$ cat config.mk
export PLATFORM = sky130hd
export DESIGN_NAME = axm_top
export DESIGN_NICKNAME = d
export VERILOG_FILES = /design/src/rtl/axm_pkg.sv /design/src/rtl/axm_delta_check.sv /design/src/rtl/axm_top.sv
export SDC_FILE = /design/constraint.sdc
export NUM_CORES = 1
export LEC_CHECK = 0
export BUFFER_PORTS_ARGS = -buffer_cell sky130_fd_sc_hd__buf_2
export CELL_PAD_IN_SITES_DETAIL_PLACEMENT = 1
export CELL_PAD_IN_SITES_GLOBAL_PLACEMENT = 1
export CORE_ASPECT_RATIO = 1.4
export CORE_MARGIN = 4
export CORE_UTILIZATION = 49
export DETAILED_ROUTE_END_ITERATION = 16
export GPL_TIMING_DRIVEN = 0
export PLACE_DENSITY_LB_ADDON = 0.25
export SETUP_SLACK_MARGIN = 0.3
export SLEW_MARGIN = 30
export SYNTH_ARGS = -nofsm -noshare
export SYNTH_HDL_FRONTEND = slang
export SYNTH_SLANG_ARGS = --single-unit
export TNS_END_PERCENT = 30
$ cat constraint.sdc
create_clock -name clock -period 10.7 [get_ports clock]
set_input_delay 2.14 -clock clock [delete_from_list [all_inputs] [get_ports clock]]
set_output_delay 2.14 -clock clock [all_outputs]
set_load 0.01 [all_outputs]
$ cat src/rtl/axm_pkg.sv
// Shared constants for the auxiliary converter measurement control block.
// Assumes an 8-bit special-function register bus and a 25 MHz system clock.
package axm_pkg;

	// Register byte addresses on the special-function bus.
	localparam logic [7:0] ADDR_TEMP_RESULT    = 8'hD7;
	localparam logic [7:0] ADDR_CONV_START     = 8'hD8;
	localparam logic [7:0] ADDR_BATT_RESULT    = 8'hDF;
	localparam logic [7:0] ADDR_SUPPLY_RESULT  = 8'hEF;
	localparam logic [7:0] ADDR_DELTA_SELECT   = 8'hF3;
	localparam logic [7:0] ADDR_STROBE_PERIOD  = 8'hF9;
	localparam logic [7:0] ADDR_BATT_THRESHOLD = 8'hFA;

	// Reset values.
	localparam logic [7:0] RESET_BYTE = 8'h00;
	localparam logic [2:0] RESET_REQ  = 3'h0;

	// Channel indexes; they match the request bit positions.
	localparam int CH_COUNT  = 3;
	localparam int CH_BATT   = 0;
	localparam int CH_TEMP   = 1;
	localparam int CH_SUPPLY = 2;

	// Conversion start register fields.
	localparam int BIT_BATT_REQ   = 0;
	localparam int BIT_TEMP_REQ   = 1;
	localparam int BIT_SUPPLY_REQ = 2;
	localparam int BIT_PLL_ACK    = 7;
	localparam int REQ_WIDTH      = 3;

	// Strobe period register: 2-bit fields, low bit positions.
	localparam int STROBE_TEMP_LSB   = 0;
	localparam int STROBE_BATT_LSB   = 2;
	localparam int STROBE_SUPPLY_LSB = 4;
	localparam logic [7:0] STROBE_MASK = 8'h3F;

	// Delta select register: 3-bit fields, low bit positions.
	localparam int DELTA_SUPPLY_LSB = 0;
	localparam int DELTA_TEMP_LSB   = 3;
	localparam logic [7:0] DELTA_MASK = 8'h3F;

	// Least absolute change, in result codes, that interrupts, per delta code.
	// Code 0 never interrupts and code 7 interrupts on every conversion.
	localparam logic [7:0] SUPPLY_MIN_DIFF [8] = '{8'h00, 8'h01, 8'h01, 8'h01,
		8'h08, 8'h08, 8'h08, 8'h00};
	localparam logic [7:0] TEMP_MIN_DIFF [8] = '{8'h00, 8'h01, 8'h01, 8'h02,
		8'h02, 8'h04, 8'h04, 8'h00};
	localparam logic [2:0] DELTA_OFF    = 3'h0;
	localparam logic [2:0] DELTA_ALWAYS = 3'h7;

	// Background period in minutes per 2-bit code.
	localparam logic [4:0] BATT_MINUTES  [4] = '{5'h00, 5'h10, 5'h04, 5'h01};
	localparam logic [4:0] OTHER_MINUTES [4] = '{5'h00, 5'h08, 5'h02, 5'h01};

	// Timing.
	localparam longint CLOCK_HZ       = 25_000_000;
	localparam longint MINUTE_S       = 60;
	localparam longint MINUTE_CYCLES  = MINUTE_S * CLOCK_HZ;

endpackage : axm_pkg

$ cat src/rtl/axm_delta_check.sv
// Change detector comparing a new result against the last interrupting one.
// Assumes both values are 8-bit unsigned converter codes.
`timescale 1ns/1ns
module axm_delta_check #(
	parameter bit IS_TEMP = 1'b0
) (
	input  wire logic [7:0] new_value,
	input  wire logic [7:0] ref_value,
	input  wire logic [2:0] delta_code,
	output logic            exceeded
);
	import axm_pkg::*;

	logic [7:0] abs_diff;
	logic [7:0] min_diff;

	always_comb begin
		abs_diff = (new_value >= ref_value) ? 8'(new_value - ref_value)
			: 8'(ref_value - new_value);
		min_diff = IS_TEMP ? TEMP_MIN_DIFF[delta_code] : SUPPLY_MIN_DIFF[delta_code];
		if (delta_code == DELTA_OFF) begin
			exceeded = 1'b0;
		end else if (delta_code == DELTA_ALWAYS) begin
			exceeded = 1'b1;
		end else begin
			exceeded = (abs_diff >= min_diff);
		end
	end

endmodule : axm_delta_check

$ cat src/rtl/axm_top.sv
// Control and result registers for the battery, temperature and supply converters.
// Assumes an 8-bit special-function register bus and converters that
// acknowledge a request, then report a result with a one-cycle done pulse.
`timescale 1ns/1ns

// How it works
// - Supply delta code sets supply change threshold; 0 never, 7 every conversion.
// - Writing one to start bit 7 clears the PLL fault flag.
// - PLL fault flag is set when reset came from PLL lock loss.
// - Writing one to start bit 2 requests one supply conversion.
// - Writing one to start bit 1 requests one temperature conversion.
// - Writing one to start bit 0 requests one battery conversion.
// - Request bits clear once the converter accepts, not at conversion end.
// - Battery result below the threshold register raises an interrupt.
// - Supply result register loads only when its interrupt is raised.
// - Battery result register loads only when its interrupt is raised.
// - Temperature result register loads only when its interrupt is raised.
// - A finished software temperature conversion interrupts and shows its result.
// - Temperature result seen by software is eight bits wide.
// - Temperature delta code sets temperature threshold; 0 never, 7 always.
// - Temperature and supply background results interrupt when change from last interrupting value reaches delta.
// - Two-bit period fields start background conversions every 16, 4 or 1 minutes for battery, every 8, 2 or 1 for the others.
module axm_top #(
	parameter int unsigned MINUTE_CYCLES = 32'(axm_pkg::MINUTE_CYCLES)
) (
	input  wire logic                       clock,
	input  wire logic                       rst,
	input  wire logic [7:0]                 sfr_addr,
	input  wire logic [7:0]                 sfr_wdata,
	input  wire logic                       sfr_write,
	input  wire logic                       sfr_read,
	output logic      [7:0]                 sfr_rdata,
	output logic      [axm_pkg::REQ_WIDTH-1:0] conv_request,
	input  wire logic [axm_pkg::REQ_WIDTH-1:0] conv_accept,
	input  wire logic [axm_pkg::REQ_WIDTH-1:0] conv_done,
	input  wire logic [23:0]                conv_value,
	output logic      [axm_pkg::REQ_WIDTH-1:0] irq_event,
	output logic                            battery_low,
	input  wire logic                       pll_lock_loss,
	output logic                            pll_fault_flag
);
	import axm_pkg::*;

	// Register bus decode.
	// Writes to the read-only result registers and to unmapped addresses decode to nothing,
	// so software cannot disturb a result or the change reference behind it.
	logic       wr_start;
	logic       wr_threshold;
	logic       wr_strobe;
	logic       wr_delta;

	always_comb begin
		wr_start     = sfr_write && (sfr_addr == ADDR_CONV_START);
		wr_threshold = sfr_write && (sfr_addr == ADDR_BATT_THRESHOLD);
		wr_strobe    = sfr_write && (sfr_addr == ADDR_STROBE_PERIOD);
		wr_delta     = sfr_write && (sfr_addr == ADDR_DELTA_SELECT);
	end

	// Configuration registers.
	logic [7:0] threshold_q;
	logic [7:0] threshold_d;
	logic [7:0] strobe_q;
	logic [7:0] strobe_d;
	logic [7:0] delta_q;
	logic [7:0] delta_d;

	// Reserved upper bits of the strobe and delta registers are masked here, so they
	// always read back as zero.
	always_comb begin
		threshold_d = wr_threshold ? sfr_wdata : threshold_q;
		strobe_d    = wr_strobe ? (sfr_wdata & STROBE_MASK) : strobe_q;
		delta_d     = wr_delta ? (sfr_wdata & DELTA_MASK) : delta_q;
	end

	always_ff @(posedge clock) begin
		if (rst) begin
			threshold_q <= RESET_BYTE;
			strobe_q    <= RESET_BYTE;
			delta_q     <= RESET_BYTE;
		end else begin
			threshold_q <= threshold_d;
			strobe_q    <= strobe_d;
			delta_q     <= delta_d;
		end
	end

	// PLL fault flag; a new fault wins over a clear in the same cycle.
	logic pll_flag_q;
	logic pll_flag_d;

	always_comb begin
		pll_flag_d = pll_flag_q;
		if (wr_start && sfr_wdata[BIT_PLL_ACK]) begin
			pll_flag_d = 1'b0;
		end
		if (pll_lock_loss) begin
			pll_flag_d = 1'b1;
		end
	end

	always_ff @(posedge clock) begin
		if (rst) begin
			pll_flag_q <= 1'b0;
		end else begin
			pll_flag_q <= pll_flag_d;
		end
	end

	assign pll_fault_flag = pll_flag_q;

	// Minute prescaler shared by all background timers.
	// It runs from reset and is never restarted, so the first strobe after a period is
	// written may come up to one minute early; later strobes keep the full period.
	logic [31:0] prescale_q;
	logic [31:0] prescale_d;
	logic        minute_tick;

	always_comb begin
		minute_tick = (prescale_q == 32'(MINUTE_CYCLES - 1));
		prescale_d  = minute_tick ? 32'h0000_0000 : 32'(prescale_q + 32'h1);
	end

	always_ff @(posedge clock) begin
		if (rst) begin
			prescale_q <= 32'h0000_0000;
		end else begin
			prescale_d_reg: prescale_q <= prescale_d;
		end
	end

	// Per-channel state.
	logic [REQ_WIDTH-1:0] req_q;
	logic [REQ_WIDTH-1:0] req_d;
	logic [REQ_WIDTH-1:0] single_q;
	logic [REQ_WIDTH-1:0] single_d;
	logic [REQ_WIDTH-1:0] irq_q;
	logic [REQ_WIDTH-1:0] irq_d;
	logic [REQ_WIDTH-1:0] background;
	logic [REQ_WIDTH-1:0] exceeded;
	logic [4:0]           minutes_q [REQ_WIDTH];
	logic [4:0]           minutes_d [REQ_WIDTH];
	logic [7:0]           result_q  [REQ_WIDTH];
	logic [7:0]           result_d  [REQ_WIDTH];
	logic                 low_q;
	logic                 low_d;
	logic                 batt_below;

	always_comb begin
		batt_below = (conv_value[8*CH_BATT +: 8] < threshold_q);
	end

	genvar ch;
	generate
		for (ch = 0; ch < CH_COUNT; ch++) begin : g_ch
			localparam int STROBE_LSB = (ch == CH_BATT) ? STROBE_BATT_LSB
				: (ch == CH_TEMP) ? STROBE_TEMP_LSB : STROBE_SUPPLY_LSB;
			logic [1:0] period_code;
			logic [4:0] period_minutes;
			logic       sw_set;
			logic       strobe;
			logic [7:0] value;

			// Background period timer counting whole minutes.
			// A zero period field holds the count at zero, so a period written over a zero field
			// never inherits minutes counted under an earlier setting.
			always_comb begin
				period_code    = strobe_q[STROBE_LSB +: 2];
				period_minutes = (ch == CH_BATT) ? BATT_MINUTES[period_code]
					: OTHER_MINUTES[period_code];
				strobe         = 1'b0;
				minutes_d[ch]  = minutes_q[ch];
				if (period_code == 2'h0) begin
					minutes_d[ch] = 5'h00;
				end else if (minute_tick) begin
					if (5'(minutes_q[ch] + 5'h01) >= period_minutes) begin
						strobe        = 1'b1;
						minutes_d[ch] = 5'h00;
					end else begin
						minutes_d[ch] = 5'(minutes_q[ch] + 5'h01);
					end
				end
			end

			// Request bit, single flag, interrupt and result register.
			// A new start in the accept cycle wins, so a request written while the converter
			// takes the previous one is not lost.
			// The single flag remembers a software start until a done comes back, so that a
			// conversion with no change still interrupts once.
			// The result register is also the change reference, so a conversion that does not
			// interrupt leaves both untouched.
			always_comb begin
				value         = conv_value[8*ch +: 8];
				sw_set        = wr_start && sfr_wdata[ch];
				req_d[ch]     = req_q[ch];
				single_d[ch]  = single_q[ch];
				if (conv_accept[ch]) begin
					req_d[ch] = 1'b0;
				end
				if (sw_set || strobe) begin
					req_d[ch] = 1'b1;
				end
				if (conv_done[ch]) begin
					single_d[ch] = 1'b0;
				end
				if (sw_set) begin
					single_d[ch] = 1'b1;
				end
				if (ch == CH_BATT) begin
					background[ch] = batt_below;
				end else begin
					background[ch] = exceeded[ch];
				end
				irq_d[ch]    = conv_done[ch] && (single_q[ch] || background[ch]);
				result_d[ch] = irq_d[ch] ? value : result_q[ch];
			end

			always_ff @(posedge clock) begin
				if (rst) begin
					req_q[ch]     <= 1'b0;
					single_q[ch]  <= 1'b0;
					irq_q[ch]     <= 1'b0;
					minutes_q[ch] <= 5'h00;
					result_q[ch]  <= RESET_BYTE;
				end else begin
					req_q[ch]     <= req_d[ch];
					single_q[ch]  <= single_d[ch];
					irq_q[ch]     <= irq_d[ch];
					minutes_q[ch] <= minutes_d[ch];
					result_q[ch]  <= result_d[ch];
				end
			end

			// Change detection against the last interrupting result.
			// Battery has no change test; its background condition is the threshold compare.
			if (ch == CH_BATT) begin : g_nodelta
				assign exceeded[ch] = 1'b0;
			end else begin : g_delta
				axm_delta_check #(
					.IS_TEMP (ch == CH_TEMP)
				) u_delta (
					.new_value  (value),
					.ref_value  (result_q[ch]),
					.delta_code ((ch == CH_TEMP) ? delta_q[DELTA_TEMP_LSB +: 3]
						: delta_q[DELTA_SUPPLY_LSB +: 3]),
					.exceeded   (exceeded[ch])
				);
			end
		end
	endgenerate

	// Low battery level follows every battery conversion.
	// It moves whether or not the conversion interrupts, so software sees a fresh level
	// even when the battery result register keeps its old value.
	always_comb begin
		low_d = low_q;
		if (conv_done[CH_BATT]) begin
			low_d = batt_below;
		end
	end

	always_ff @(posedge clock) begin
		if (rst) begin
			low_q <= 1'b0;
		end else begin
			low_q <= low_d;
		end
	end

	assign conv_request = req_q;
	assign irq_event    = irq_q;
	assign battery_low  = low_q;

	// Registered read data; unmapped addresses read as zero.
	// Data appears the cycle after the read strobe and stays until the next read, so a
	// slow master may take it late.
	// The start register reads back the pending requests; the acknowledge bit reads zero.
	logic [7:0] rdata_q;
	logic [7:0] rdata_d;

	always_comb begin
		rdata_d = rdata_q;
		if (sfr_read) begin
			case (sfr_addr)
				ADDR_TEMP_RESULT:    rdata_d = result_q[CH_TEMP];
				ADDR_CONV_START:     rdata_d = {5'h00, req_q};
				ADDR_BATT_RESULT:    rdata_d = result_q[CH_BATT];
				ADDR_SUPPLY_RESULT:  rdata_d = result_q[CH_SUPPLY];
				ADDR_DELTA_SELECT:   rdata_d = delta_q;
				ADDR_STROBE_PERIOD:  rdata_d = strobe_q;
				ADDR_BATT_THRESHOLD: rdata_d = threshold_q;
				default:             rdata_d = RESET_BYTE;
			endcase
		end
	end

	always_ff @(posedge clock) begin
		if (rst) begin
			rdata_q <= RESET_BYTE;
		end else begin
			rdata_q <= rdata_d;
		end
	end

	assign sfr_rdata = rdata_q;

endmodule : axm_top

# After elaboration in Yosys (flattened, before gate mapping)
# Memories as Yosys holds them, arrays and structs flattened.
# Cells that the tools add are included.
[word_totals]
reg_bits = 71
wordCells = 156
ram_bits = 39
in_bits = 51
romBits = 128
memories = 4
[classes]
magnitude_cmp = 13
addsub = 8
bitwise = 11
n_reduce_logical = 30
n_eq_ne = 10
n_mux = 64
[memory_table]
columns = ["name", "words", "word_bits", "rd", "rd_clocked_by_memory_dff", "write_ports", "line", "rtl"]
rows = [
  ["(name not given)", 8, 8, 1, 0, 0, "axm_delta_check.sv:20", "min_diff = IS_TEMP ? TEMP_MIN_DIFF[delta_code] : SUPPLY_MIN_DIFF[delta_code];"],
  ["(name not given)", 8, 8, 1, 0, 0, "axm_delta_check.sv:20", ""],
  ["result_q", 3, 8, 3, 0, 3, "axm_top.sv:142", "logic [7:0] result_q [REQ_WIDTH];"],
  ["minutes_q", 3, 5, 3, 0, 3, "axm_top.sv:140", "logic [4:0] minutes_q [REQ_WIDTH];"],
]
[ops]
columns = ["op", "n"]
rows = [
  ["two-way mux 8 bit", 12],
  ["two-way mux 5 bit", 18],
  ["== test 8 bit, second input constant", 7],
  ["one-hot mux 8 bit (7 select lines)", 1],
  ["adder 32 x 1 -> 32 bit, second input constant", 1],
  ["== test 32 x 31 -> 1 bit, second input constant", 1],
  [">= comparator 8 bit", 4],
  ["subtractor 8 bit", 4],
  ["binary-select mux 5 bit (select 2 bit)", 3],
  ["two-way mux 1 bit", 30],
  ["adder 5 x 1 -> 5 bit, second input constant", 3],
  [">= comparator 5 bit", 3],
  ["nonzero test 2 bit", 7],
  ["logical AND 1 bit", 11],
  [">= comparator 3 bit, second input constant", 3],
  ["inverter 2 -> 3 bit", 3],
  [">= comparator 4 bit, second input constant", 2],
  ["< comparator 8 bit", 1],
  ["inverter 3 -> 4 bit", 2],
  ["== test 3 bit, second input constant", 2],
  ["zero test 2 bit", 3],
  ["zero test 3 bit", 2],
  ["logical OR 1 bit", 6],
  ["OR 1 bit", 6],
  ["OR reduction 2 bit", 1],
]

# Depth between registers and ports, before layout
# Gate-level depths: netlist (run 1).
[depth]
depth_word = 11
mapped_depth = 18
mapped_depth_nobuf = 17

# By module
# Synthesis (run 1) repeated with hierarchy kept, for this count alone.
[unflattened]
cells_unflattened = 859
area_unflattened_um2 = 7252.0
[by_module_without_submodules]
columns = ["mod", "seq_area_each_um2", "area_each_um2", "n_inst", "cells_per_inst"]
rows = [
  ["axm_top", 2202.1, 5570.3, 1, 636],
  ["axm_delta_check at g_ch[1].g_delta.u_delta", 0.0, 873.3, 1, 116],
  ["axm_delta_check at g_ch[2].g_delta.u_delta", 0.0, 808.3, 1, 107],
]

# Least setup slack after synthesis (run 1)
# OpenSTA, ideal clock, no wires.
[synth_timing]
path_kind = "input port to flip-flop"
startpoint = "in conv_value[8]"
endpoint = "reg irq_q[1] (netlist: irq_event[1])"
required_time_ns = 10.572
n_path_buf = 1
setup_ns = 0.128
setup_slack_ns = 5.246
cell_stages = 17
t_arrival_ns = 5.326
cell_sequence = "inv_1 -> ha_1 -> inv_1 -> fa_1 -> a21oi_1 -> o21ai_0 -> a221oi_1 -> mux2_2 -> ha_1 -> o21ai_0 -> o21ai_0 -> a221o_1 -> nor4_1 -> a31oi_1 -> o31a_1 -> buf_2 -> nor2b_1"
[synth_via]
elab_chain_cells = 7
elab_cells_between_ends = 9
classes_between = "2 x add/sub; 2 x order compare; 3 x mux; 2 x reduce/logical"
[synth_lines]
columns = ["element", "line", "rtl"]
rows = [
  ["start, declared", "axm_top.sv:36", "input wire logic [23:0] conv_value,"],
  ["subtractor 8 bit, or another cell as far along", "axm_delta_check.sv:19", ": 8'(ref_value - new_value);"],
  ["two-way mux 8 bit (*)", "axm_delta_check.sv:18", "abs_diff = (new_value >= ref_value) ? 8'(new_value - ref_value)"],
  [">= comparator 8 bit (*)", "axm_delta_check.sv:26", "exceeded = (abs_diff >= min_diff);"],
  ["two-way mux 1 bit (*)", "axm_delta_check.sv:23", "end else if (delta_code == DELTA_ALWAYS) begin"],
  ["two-way mux 1 bit (*)", "axm_delta_check.sv:21", "if (delta_code == DELTA_OFF) begin"],
  ["logical OR 1 bit (*)", "axm_top.sv:213", "irq_d[ch] = conv_done[ch] && (single_q[ch] || background[ch]);"],
  ["logical AND 1 bit (*)", "axm_top.sv:213", ""],
  ["end signal, assigned by index", "axm_top.sv:227", "irq_q[ch] <= irq_d[ch];"],
  ["end, declared", "axm_top.sv:136", "logic [REQ_WIDTH-1:0] irq_q;"],
]
# Every way passes the cells marked *; elsewhere a longest branch is shown, timed or not.
# A chain may end at the register's enable or synchronous reset.

# Worst setup path after layout (run 1)
# Same ends and word-level chain as after synthesis.

==> results of run 1 <==
cells by family after synthesis:
kind of cell | share of synthesized area (%)
AOI/OAI and AO/OA | 18.6
xor gates and xnor gates | 5.18
adders and majority gates | 10.9
buffers and inverters | 5.61
DFF | 30.3
muxes | 4.30
and+or+nand+nor | 25.1
final timing paths:
| check | startpoint | to | slack (ns) | depth (start not counted) |
|---|---|---|---|---|
| worst max-delay path | conv_value[8] | irq_event[1] | 4.73 | 19 |
| worst max register to register | result_q[1][0] | irq_event[1] | 6.28 | 17 |
| worst min-delay path | prescale_q[0] | prescale_q[0] | 0.46 | 1 |
| worst min register to register | prescale_q[0] | prescale_q[0] | 0.46 | 1 |
routing by layer:
layer / wire length [µm] / global-route usage, %
met1: 8530 / 28.0
met5: 16 / 0
met2: 11700 / 48.6
met4: 726 / 10.6
met3: 737 / 3.90
final cells by class:
type,count,area (µm²),share of cell area (%)
multi-input combinational,705,4660,57.2
sequential,110,2200,27.0
timing repair buffer,65,325,3.99
clock buffer,11,253,3.10
inverter,63,236,2.90
tap,189,236,2.90
buffer,37,171,2.10
clock inverter,5,63.8,0.783
antenna,1,2.50,0.0307
worst max-delay path, cell delays in order:
cell      delay [ns]
buf_2           0.12
inv_1           0.06
ha_1            0.15
inv_1           0.05
fa_1            0.41
a21oi_1         0.15
o21ai_0         0.13
a221oi_1        0.62
mux2i_1         0.29
xnor2_1         0.09
ha_1            0.22
a211oi_1        0.25
o21ai_0         0.20
a221o_1         0.32
nor4_1          0.32
a31oi_1         0.13
o31a_1          0.14
buf_2           0.21
nor2b_1         0.16
stage by stage:
| stage | instances | setup slack, ns |
|---|---|---|
| after floorplan | 915 | 5.25 |
| after global placement | 1169 | 4.53 |
| after detailed placement | 1169 | 4.45 |
| after CTS | 1185 | 4.75 |
| after global routing | 1186 | 4.40 |
| final | 1186 | 4.73 |
sequential cells by signal, indices dropped and copies added, names as in the netlist:
name / cells
single_q: 3
minutes_q: 15
prescale_q: 32
pll_fault_flag: 1
threshold_q: 8
result_q: 24
irq_event: 3
conv_request: 3
sfr_rdata: 8
delta_q: 6
strobe_q: 6
battery_low: 1
power by group:
part	total [mW]	leakage, nW	switching, mW	internal [mW]
sequential	0.415	0.888	0.00230	0.412
clock	0.357	0.153	0.161	0.197
combinational	0.0978	2.05	0.0597	0.0381
cell usage in the layout (no fill, tap or decap), types with 11 or more instances in the layout:
cell,netlist,routed
a21o_1,14,14
nor2_1,96,96
xor2_1,15,15
dfxtp_1,110,110
nand2_1,81,81
nand3_1,43,43
o21ai_0,32,32
ha_1,57,57
a21oi_1,78,78
nand2b_1,38,38
nand4_1,11,11
buf_2,5,70
a22oi_1,13,13
nor2b_1,18,18
clkbuf_1,23,23
mux2i_1,29,29
inv_1,63,63
nor3_1,12,12
xnor2_1,28,28
a211o_1,13,13
==> out/results.tsv, run 1 <==
metric	value	unit
Final #Nets	1103	
P_leak	3.09	nW
Synth Flop Type	dfxtp_1	
largest net degree at the start of global routing	19	
GRT overflow	0	
layout cells sized above 1	10.3	%
Core ar.	14500	µm²
total power	0.870	mW
initial DRC count	389	
worst hold margin	0.457	ns
Post-Route Skew	0.00716	ns
# DRC	0	
total iterations of the first detailed-routing run	4	
chip width	111	µm
CP max FO	9	
total negative setup slack	0	ns
Pwr Density	107	nW/µm²
Bufs on Longest Clock Path	2	
top cell type's share of synthesized area	30.3	%
worst skew pair latency	0.35	ns
die area	16900	µm²
Ports	67	
Tmin final	5.97	ns
syn_nets	1027	
RSZ-0062 raised after global routing	no	
standard-cell rows	52	
CP Capture Type	register	
Avg Cell Area, Syn	7.94	µm²
routed vias/inst	5.85	
Synth-to-Final Area Change	12.1	%
post-layout util	56.2	%
final setup vio count	0	
placed cell areas	7830	µm²
number of buffers added on ports	65	
Root Driver	clkbuf_16	
initial antenna violation count	2	
Slew @ Worst Pin	0.942	ns
peak supply drop	0.0000799	V
first-pass GRT wire length	36300	µm
Resized cells post-CTS	0	
number of filler cells placed in the layout	1887	
H-tree Lvls	3	
CTS tree	done	
Die Height	152	µm
DR vias	6937	
cells after synthesis	915	
status	finished clean	
vias in the first global route	7377	
Routed WL per cell	18.3	µm
Post-synth EDFFs	0	
area of the mapped netlist	7270	µm²
CTS sink cnt	110	
Max-slew headroom	36.7	%
hpwl dp	17200	µm
worst setup path class	in -> reg	
maxcap violations	0	
Final Cell Area	8150	µm²
CTS Buf Count	9	
Clock transition at path regs	0.08	ns
list of most frequent post-synthesis cells	dfxtp_1 (110), nor2_1 (96), nand2_1 (81), a21oi_1 (78), inv_1 (63)	
synth top area cells	dfxtp_1 (30%), ha_1 (9.8%), a21oi_1 (5.4%)	
Peak Freq	168	MHz
most frequent cell after synthesis	dfxtp_1	
Overall Global Routing Usage	25.6	%
synthesized flop and latch total	110	
Post-CTS Repair Setup Buffers	0	
Async S/R FF share, synth	0	%
Max Slew Vio Count	0	
routability cong.	0.844	
Hold Fails Final Rpt	0	
largest area contributor in the netlist	dfxtp_1	
Seq/Total Area, Yosys	30.3	%
Synth warnings	0	
Starting Density	50.1	%
Critical Path RT	10.92	ns
CP arrival	6.18	ns
post-route ant nets	0	
Yosys cell types	63	
CP Launch Type	input port	
Detailed Route WL	21700	µm
cts hold-fix bufs	0	
part of the cycle the worst path needs	55.8	%
Hold WC Path Type	reg -> reg	
No activity file was read; power rests on OpenSTA's default activity.
==> run 2: changes to the inputs <==
Settings changed: ABC_AREA set to 1, CORE_UTILIZATION 49 to 43.
Clock period 10.7 ns to 6 ns, I/O delays scaled along.
==> run 2 against run 1 <==
Against the previous run:
- utilization fell by 7.1 points
- clock power rose by 66%
- non-clock buffer count fell by 16
- critical path type unchanged
==> out/results.tsv, run 2 <==
metric	value	unit	change
status	finished clean		
vias in the first global route	7643		+3.6%
CP max FO	10		+1
Starting Density	43.9	%	-6.2 points
max reg flops	32		unchanged
initial antenna violation count	0		-2
# diodes	0		-1
Async S/R FF share, synth	0	%	unchanged
Synth-to-Final Area Change	11.9	%	
Detailed Route WL	21400	µm	-1.7%
placed cell areas	7690	µm²	-1.8%
commonest non-fill, non-tap cell in the layout	nand2_1		
worst setup path class	in -> reg		
Hold WC Path Type	reg -> reg		
cts hold-fix bufs	0		unchanged
Yosys cell types	50		-21%
CP arrival	4.18	ns	-2.00 ns
standard-cell rows	55		+5.8%
pre-CTS setup slack	1.70	ns	-2.75 ns
routability cong.	0.938		+11%
CTS Buf Count	9		unchanged
chip width	117	µm	+5.3%
Routed WL per cell	16.2	µm	-12%
number of filler cells placed in the layout	2209		+17%
most frequent cell after synthesis	nand2_1		
Core ar.	16200	µm²	+12%
DR vias	7146		+3.0%
die area	18700	µm²	+11%
hpwl dp	17500	µm	+1.5%
commonest non-fill, non-tap cells in the layout	nand2_1 (229), inv_1 (160), dfxtp_1 (110), a21oi_1 (100), nor2_1 (83)		
total iterations of the first detailed-routing run	4		unchanged
CP Capture Type	register		
Tmin final	3.93	ns	
Seq/Total Area, Yosys	30.9	%	+0.61 points
worst skew pair latency	0.37	ns	+0.02 ns
CP Launch Type	input port		
syn_nets	1156		+13%
# DRC	0		unchanged
total negative setup slack	0	ns	unchanged
synth top area cells	dfxtp_1 (31%), nand2_1 (12%), ha_1 (10%)		
Clk pwr share	39.5	%	-1.6 points
number of cells on the worst hold path	1		unchanged
largest area contributor in the netlist	dfxtp_1		
worst hold path startpoint	prescale_q[0]		
Critical path origin	conv_value[16]		
Synth Flop Type	dfxtp_1		
synthesized flop and latch total	110		unchanged
area of the mapped netlist	7120	µm²	-2.0%
Bufs on Longest Clock Path	2		unchanged
Hold Fails Final Rpt	0		unchanged
sequential share of power	49.1	%	+1.4 points
Worst Hold Endpoint	prescale_q[0]		
Critical Path RT	6.25	ns	-4.67 ns
Top Registers	prescale_q x32, result_q x24, minutes_q x15		
Synth warnings	0		unchanged
worst hold margin	0.458	ns	+0.00151 ns
NetSw	0.418	mW	+88%
reg2reg end	result_q[2][7]		
Post-Route Skew	0.0160	ns	+0.00884 ns
part of the cycle the worst path needs	65.5	%	
Clock transition at path regs	0.07	ns	about the same
Final #Nets	1230		+12%
P_leak	3.43	nW	+11%
Final WS setup	2.07	ns	-2.66 ns
layout cells sized above 1	12.3	%	+1.9 points
Die Height	160	µm	+5.4%
Post-synth EDFFs	0		unchanged
CTS tree	done		
initial DRC count	284		-27%
Pwr Density	189	nW/µm²	+77%
Max Slew Vio Count	0		unchanged
Reg with most FFs	prescale_q		
Avg Cell Area, Syn	6.82	µm²	-14%
Post-Place Cells	1306		+12%
list of most frequent post-synthesis cells	nand2_1 (229), inv_1 (160), dfxtp_1 (110), a21oi_1 (100), nor2_1 (83)		
Sw Ratio	27.8	%	+2.2 points
Resized cells post-CTS	0		unchanged
combinational power share	11.4	%	+0.2 points
largest net degree at the start of global routing	20		+1
Final Cell Area	7970	µm²	-2.2%
Ports	67		unchanged
non-filler instance count after layout	1322		+11%
GRT overflow	0		unchanged
H-tree Lvls	3		unchanged
r2r setup slk	2.73	ns	-3.55 ns
peak supply drop	0.000150	V	+87%
Post-CTS Repair Setup Buffers	0		unchanged
cells after synthesis	1044		+14%
R2R depth	19		+2
post-route ant nets	0		unchanged
CTS sink cnt	110		unchanged
number of buffers added on ports	63		-3.1%
first-pass GRT wire length	35900	µm	-0.93%
Max-slew headroom	52.8	%	+16 points
Slew @ Worst Pin	0.701	ns	-0.241 ns
RSZ-0062 raised after global routing	no		
routed vias/inst	5.41		-7.6%
Peak Freq	255	MHz	
worst reg2reg path startpoint	result_q[2][0]		
maxcap violations	0		unchanged
Root Driver	clkbuf_16		
Int Power	1.09	mW	+68%
top cell type's share of synthesized area	30.9	%	+0.61 points
Overall Global Routing Usage	23.8	%	-1.8 points
final setup vio count	0		unchanged
run 2: cell count changes after synthesis, moves of 13 or more:
cell      before  now
a211o_1       13    0
a21o_1        14    0
a21oi_1       78  100
inv_1         63  160
mux2i_1       29    1
nand2_1       81  229
nand2b_1      38    0
nand3_1       43   71
nor2_1        96   83
nor2b_1       18    0
o21ai_0       32   45
o22ai_1        0   15
xnor2_1       28    6
run 2: layout make-up:
type,count,area [µm²],share of cell area [%]
Timing Repair Buffer,63,315,3.96
Clock inverter,6,51.3,0.644
Buffer,23,121,1.52
Clock buffer,10,229,2.87
Sequential cell,110,2200,27.6
Tap cell,199,249,3.12
Multi-Input combinational cell,743,4160,52.3
Inverter,168,637,7.99
run 2: kinds of logic after synthesis:
| logic type | share of synthesized area (%) |
|---|---|
| simple gates | 28.5 |
| mux | 0.457 |
| flops | 30.9 |
| fa+ha+maj | 11.1 |
| compound gates | 16.3 |
| xor+xnor | 2.09 |
| buf+inv | 10.6 |
run 2: metal layers:
layer | wire length (µm) | share of wire [%] | track usage (%)
met2 | 11400 | 54 | 44.8
met1 | 8360 | 39 | 25.4
met3 | 614 | 2.9 | 3.47
met5 | 0 | 0 | 0
met4 | 934 | 4.4 | 10.5
run 2: critical path, cell delays in order:
cell and delay, ns:
buf_2 0.11, inv_1 0.07, ha_1 0.14, inv_1 0.08, fa_1 0.45, nand3_1 0.14
nand3_1 0.09, nand2_1 0.09, nand2_1 0.11, o21ai_0 0.22, xor2_1 0.20, inv_1 0.07
ha_1 0.20, a31o_2 0.21, inv_1 0.04, nand2_1 0.06, o21ai_2 0.17, nand2_2 0.16
buf_6 0.18, a21oi_1 0.13, nor2_1 0.06
run 2: through the flow:
step                      utilization [%]  total power [mW]
after global routing                 49.1              1.58
final                                49.1              1.51
after floorplan                         -             0.867
after detailed placement             47.3             0.929
after global placement               47.3             0.925
after CTS                            49.1              1.52
run 2: worst max-delay path by stage:
stage | end | slack (ns) | cells past startpoint
detailed placement | result_q[2][7] | 1.70 | 21
global route | result_q[2][4] | 1.81 | 21
floorplan | result_q[1][0] | 2.24 | 18
global placement | result_q[2][0] | 1.78 | 21
finish | result_q[2][7] | 2.07 | 21
CTS | result_q[2][4] | 2.08 | 21
run 2: power groups by stage:
| stage | combinational [mW] | sequential [mW] | clock (mW) |
|---|---|---|---|
| after floorplan | 0.111 | 0.756 | 0 |
| after global placement | 0.169 | 0.756 | 0 |
| after detailed placement | 0.173 | 0.756 | 0 |
| after CTS | 0.174 | 0.739 | 0.608 |
| after global routing | 0.198 | 0.740 | 0.640 |
| final | 0.172 | 0.739 | 0.594 |
==> run 3: changes to the inputs <==
Clock period 6 ns to 4.06 ns, I/O delays scaled along.
==> run 3 against run 2 <==
Against the previous run:
- register-to-register slack got worse by 1.9 ns
- utilization did not move
- highest routed layer unchanged
- cell count did not move
- critical endpoint unchanged
==> out/results.tsv, run 3 (same netlist as run 2, synthesis figures left out) <==
metric	value	unit	change
placed cell areas	7690	µm²	unchanged
commonest non-fill, non-tap cells in the layout	nand2_1 (229), inv_1 (160), dfxtp_1 (110), a21oi_1 (100), nor2_1 (83)		
CTS sink cnt	110		unchanged
Max-slew headroom	52.8	%	unchanged
max reg flops	32		unchanged
Post-Route Skew	0.0160	ns	unchanged
Clock transition at path regs	0.07	ns	about the same
largest net degree at the start of global routing	20		unchanged
Bufs on Longest Clock Path	2		unchanged
CP Cell Sequence	buf_2 -> inv_1 -> ha_1 -> inv_1 -> fa_1 -> nand3_1 -> nand3_1 -> nand2_1 -> nand2_1 -> o21ai_1 -> xor2_1 -> inv_1 -> ha_1 -> a31o_2 -> inv_1 -> nand2_1 -> o21ai_2 -> nand2_2 -> buf_6 -> a21oi_1 -> nor2_1		
CP arrival	3.74	ns	-0.44 ns
post-route ant nets	0		unchanged
CP max-delay cell	fa_1		
Die Height	160	µm	unchanged
CP max FO	10		unchanged
Overall Global Routing Usage	23.8	%	unchanged
Final Cell Area	7970	µm²	unchanged
GRT overflow	0		unchanged
number of filler cells placed in the layout	2209		unchanged
final setup vio count	0		unchanged
NetSw	0.618	mW	+48%
hpwl dp	17500	µm	unchanged
worst hold path startpoint	prescale_q[0]		
Final WS setup	0.567	ns	-1.51 ns
worst hold margin	0.458	ns	unchanged
Reg with most FFs	prescale_q		
routed vias/inst	5.40		about the same
die area	18700	µm²	unchanged
Hold WC Path Type	reg -> reg		
Clk pwr share	39.5	%	about the same
Routed WL per cell	16.2	µm	about the same
Root Driver	clkbuf_16		
Synth-to-Final Area Change	11.9	%	unchanged
RSZ-0062 raised after global routing	no		
Core ar.	16200	µm²	unchanged
CP Launch Type	input port		
Top Registers	prescale_q x32, result_q x24, minutes_q x15		
Final #Nets	1230		unchanged
chip width	117	µm	unchanged
Most common cell on crit path	inv_1		
Peak Freq	286	MHz	
initial antenna violation count	0		unchanged
Critical path origin	conv_value[16]		
vias in the first global route	7643		unchanged
FF/Latch Area	2200	µm²	unchanged
post-layout util	49.1	%	unchanged
combinational power share	11.5	%	about the same
Int Power	1.61	mW	+48%
CP delay by family, top	adder cells		
Starting Density	43.9	%	unchanged
status	finished clean		
Max Slew Vio Count	0		unchanged
part of the cycle the worst path needs	86.0	%	
Pwr Density	279	nW/µm²	+48%
Sw Ratio	27.8	%	about the same
Crit path buffers/inverters	6		unchanged
Critical Path RT	4.31	ns	-1.94 ns
Tmin final	3.49	ns	
P_leak	3.43	nW	about the same
# DRC	0		unchanged
total iterations of the first detailed-routing run	4		unchanged
layout cells sized above 1	12.3	%	unchanged
worst skew pair latency	0.37	ns	about the same
Hold Fails Final Rpt	0		unchanged
Detailed Route WL	21400	µm	about the same
sequential share of power	49.1	%	about the same
CTS Buf Count	9		unchanged
routability cong.	0.938		unchanged
Slew @ Worst Pin	0.701	ns	unchanged
# diodes	0		unchanged
CP max stage delay	0.45	ns	about the same
number of buffers added on ports	63		unchanged
Ports	67		unchanged
DR vias	7145		-0.014%
H-tree Lvls	3		unchanged
worst setup path class	in -> reg		
CP Capture Type	register		
peak supply drop	0.000221	V	+48%
CTS tree	done		
pre-CTS setup slack	0.150	ns	-1.55 ns
standard-cell rows	55		unchanged
total negative setup slack	0	ns	unchanged
first-pass GRT wire length	35900	µm	unchanged
footprint of the multi-input gates	4160	µm²	unchanged
commonest non-fill, non-tap cell in the layout	nand2_1		
initial DRC count	282		-0.70%
cts hold-fix bufs	0		unchanged
maxcap violations	0		unchanged
worst reg2reg path startpoint	result_q[1][1]		
==> run 3: cell counts in the layout (fill, tap and decap cells not counted) <==
No cell type changed its count.
==> run 3: path summary, 6_finish.rpt <==
check / endpoint / slack (ns) / cells past startpoint
hold / removal: prescale_q[0] / 0.46 / 1
setup / recovery: result_q[2][7] / 0.57 / 21
setup reg to reg: result_q[1][7] / 0.81 / 16
hold reg to reg: prescale_q[0] / 0.46 / 1
==> run 3: per-layer routing <==
layer / share of wire, % / GRT usage (%) / vias to the layer above
met1: 39 / 25.4 / 3392
met5: 0 / 0 / -
li1: - / - / 3566
met2: 54 / 44.8 / 130
met4: 4.4 / 10.5 / 0
met3: 2.9 / 3.47 / 57
==> run 3: final cells by class <==
class,instances,area share (%)
Clock buffer,10,2.87
Tap cell,199,3.12
Inverter,168,7.99
Sequential cell,110,27.6
Clock inverter,6,0.644
Multi-Input combinational cell,743,52.3
Buffer,23,1.52
Timing Repair Buffer,63,3.96
==> run 3: power by group through the flow <==
stage	clock network [mW]	registers, mW	logic [mW]
2_1_floorplan	0	1.12	0.165
3_3_place_gp	0	1.12	0.249
3_5_place_dp	0	1.12	0.255
4_1_cts	0.899	1.09	0.257
5_1_grt	0.945	1.09	0.293
6_report	0.878	1.09	0.255
==> run 3: repair_timing <==
action,CTS,global route
endpoints found under the setup margin,0,5
resized for setup,0,1
buffers inserted,0,0
==> run 3: metrics by stage <==
stage                     cells  total power [mW]
after floorplan            1044              1.28
after global placement     1306              1.37
after detailed placement   1306              1.37
after CTS                  1322              2.25
after global routing       1322              2.33
final                      1322              2.22
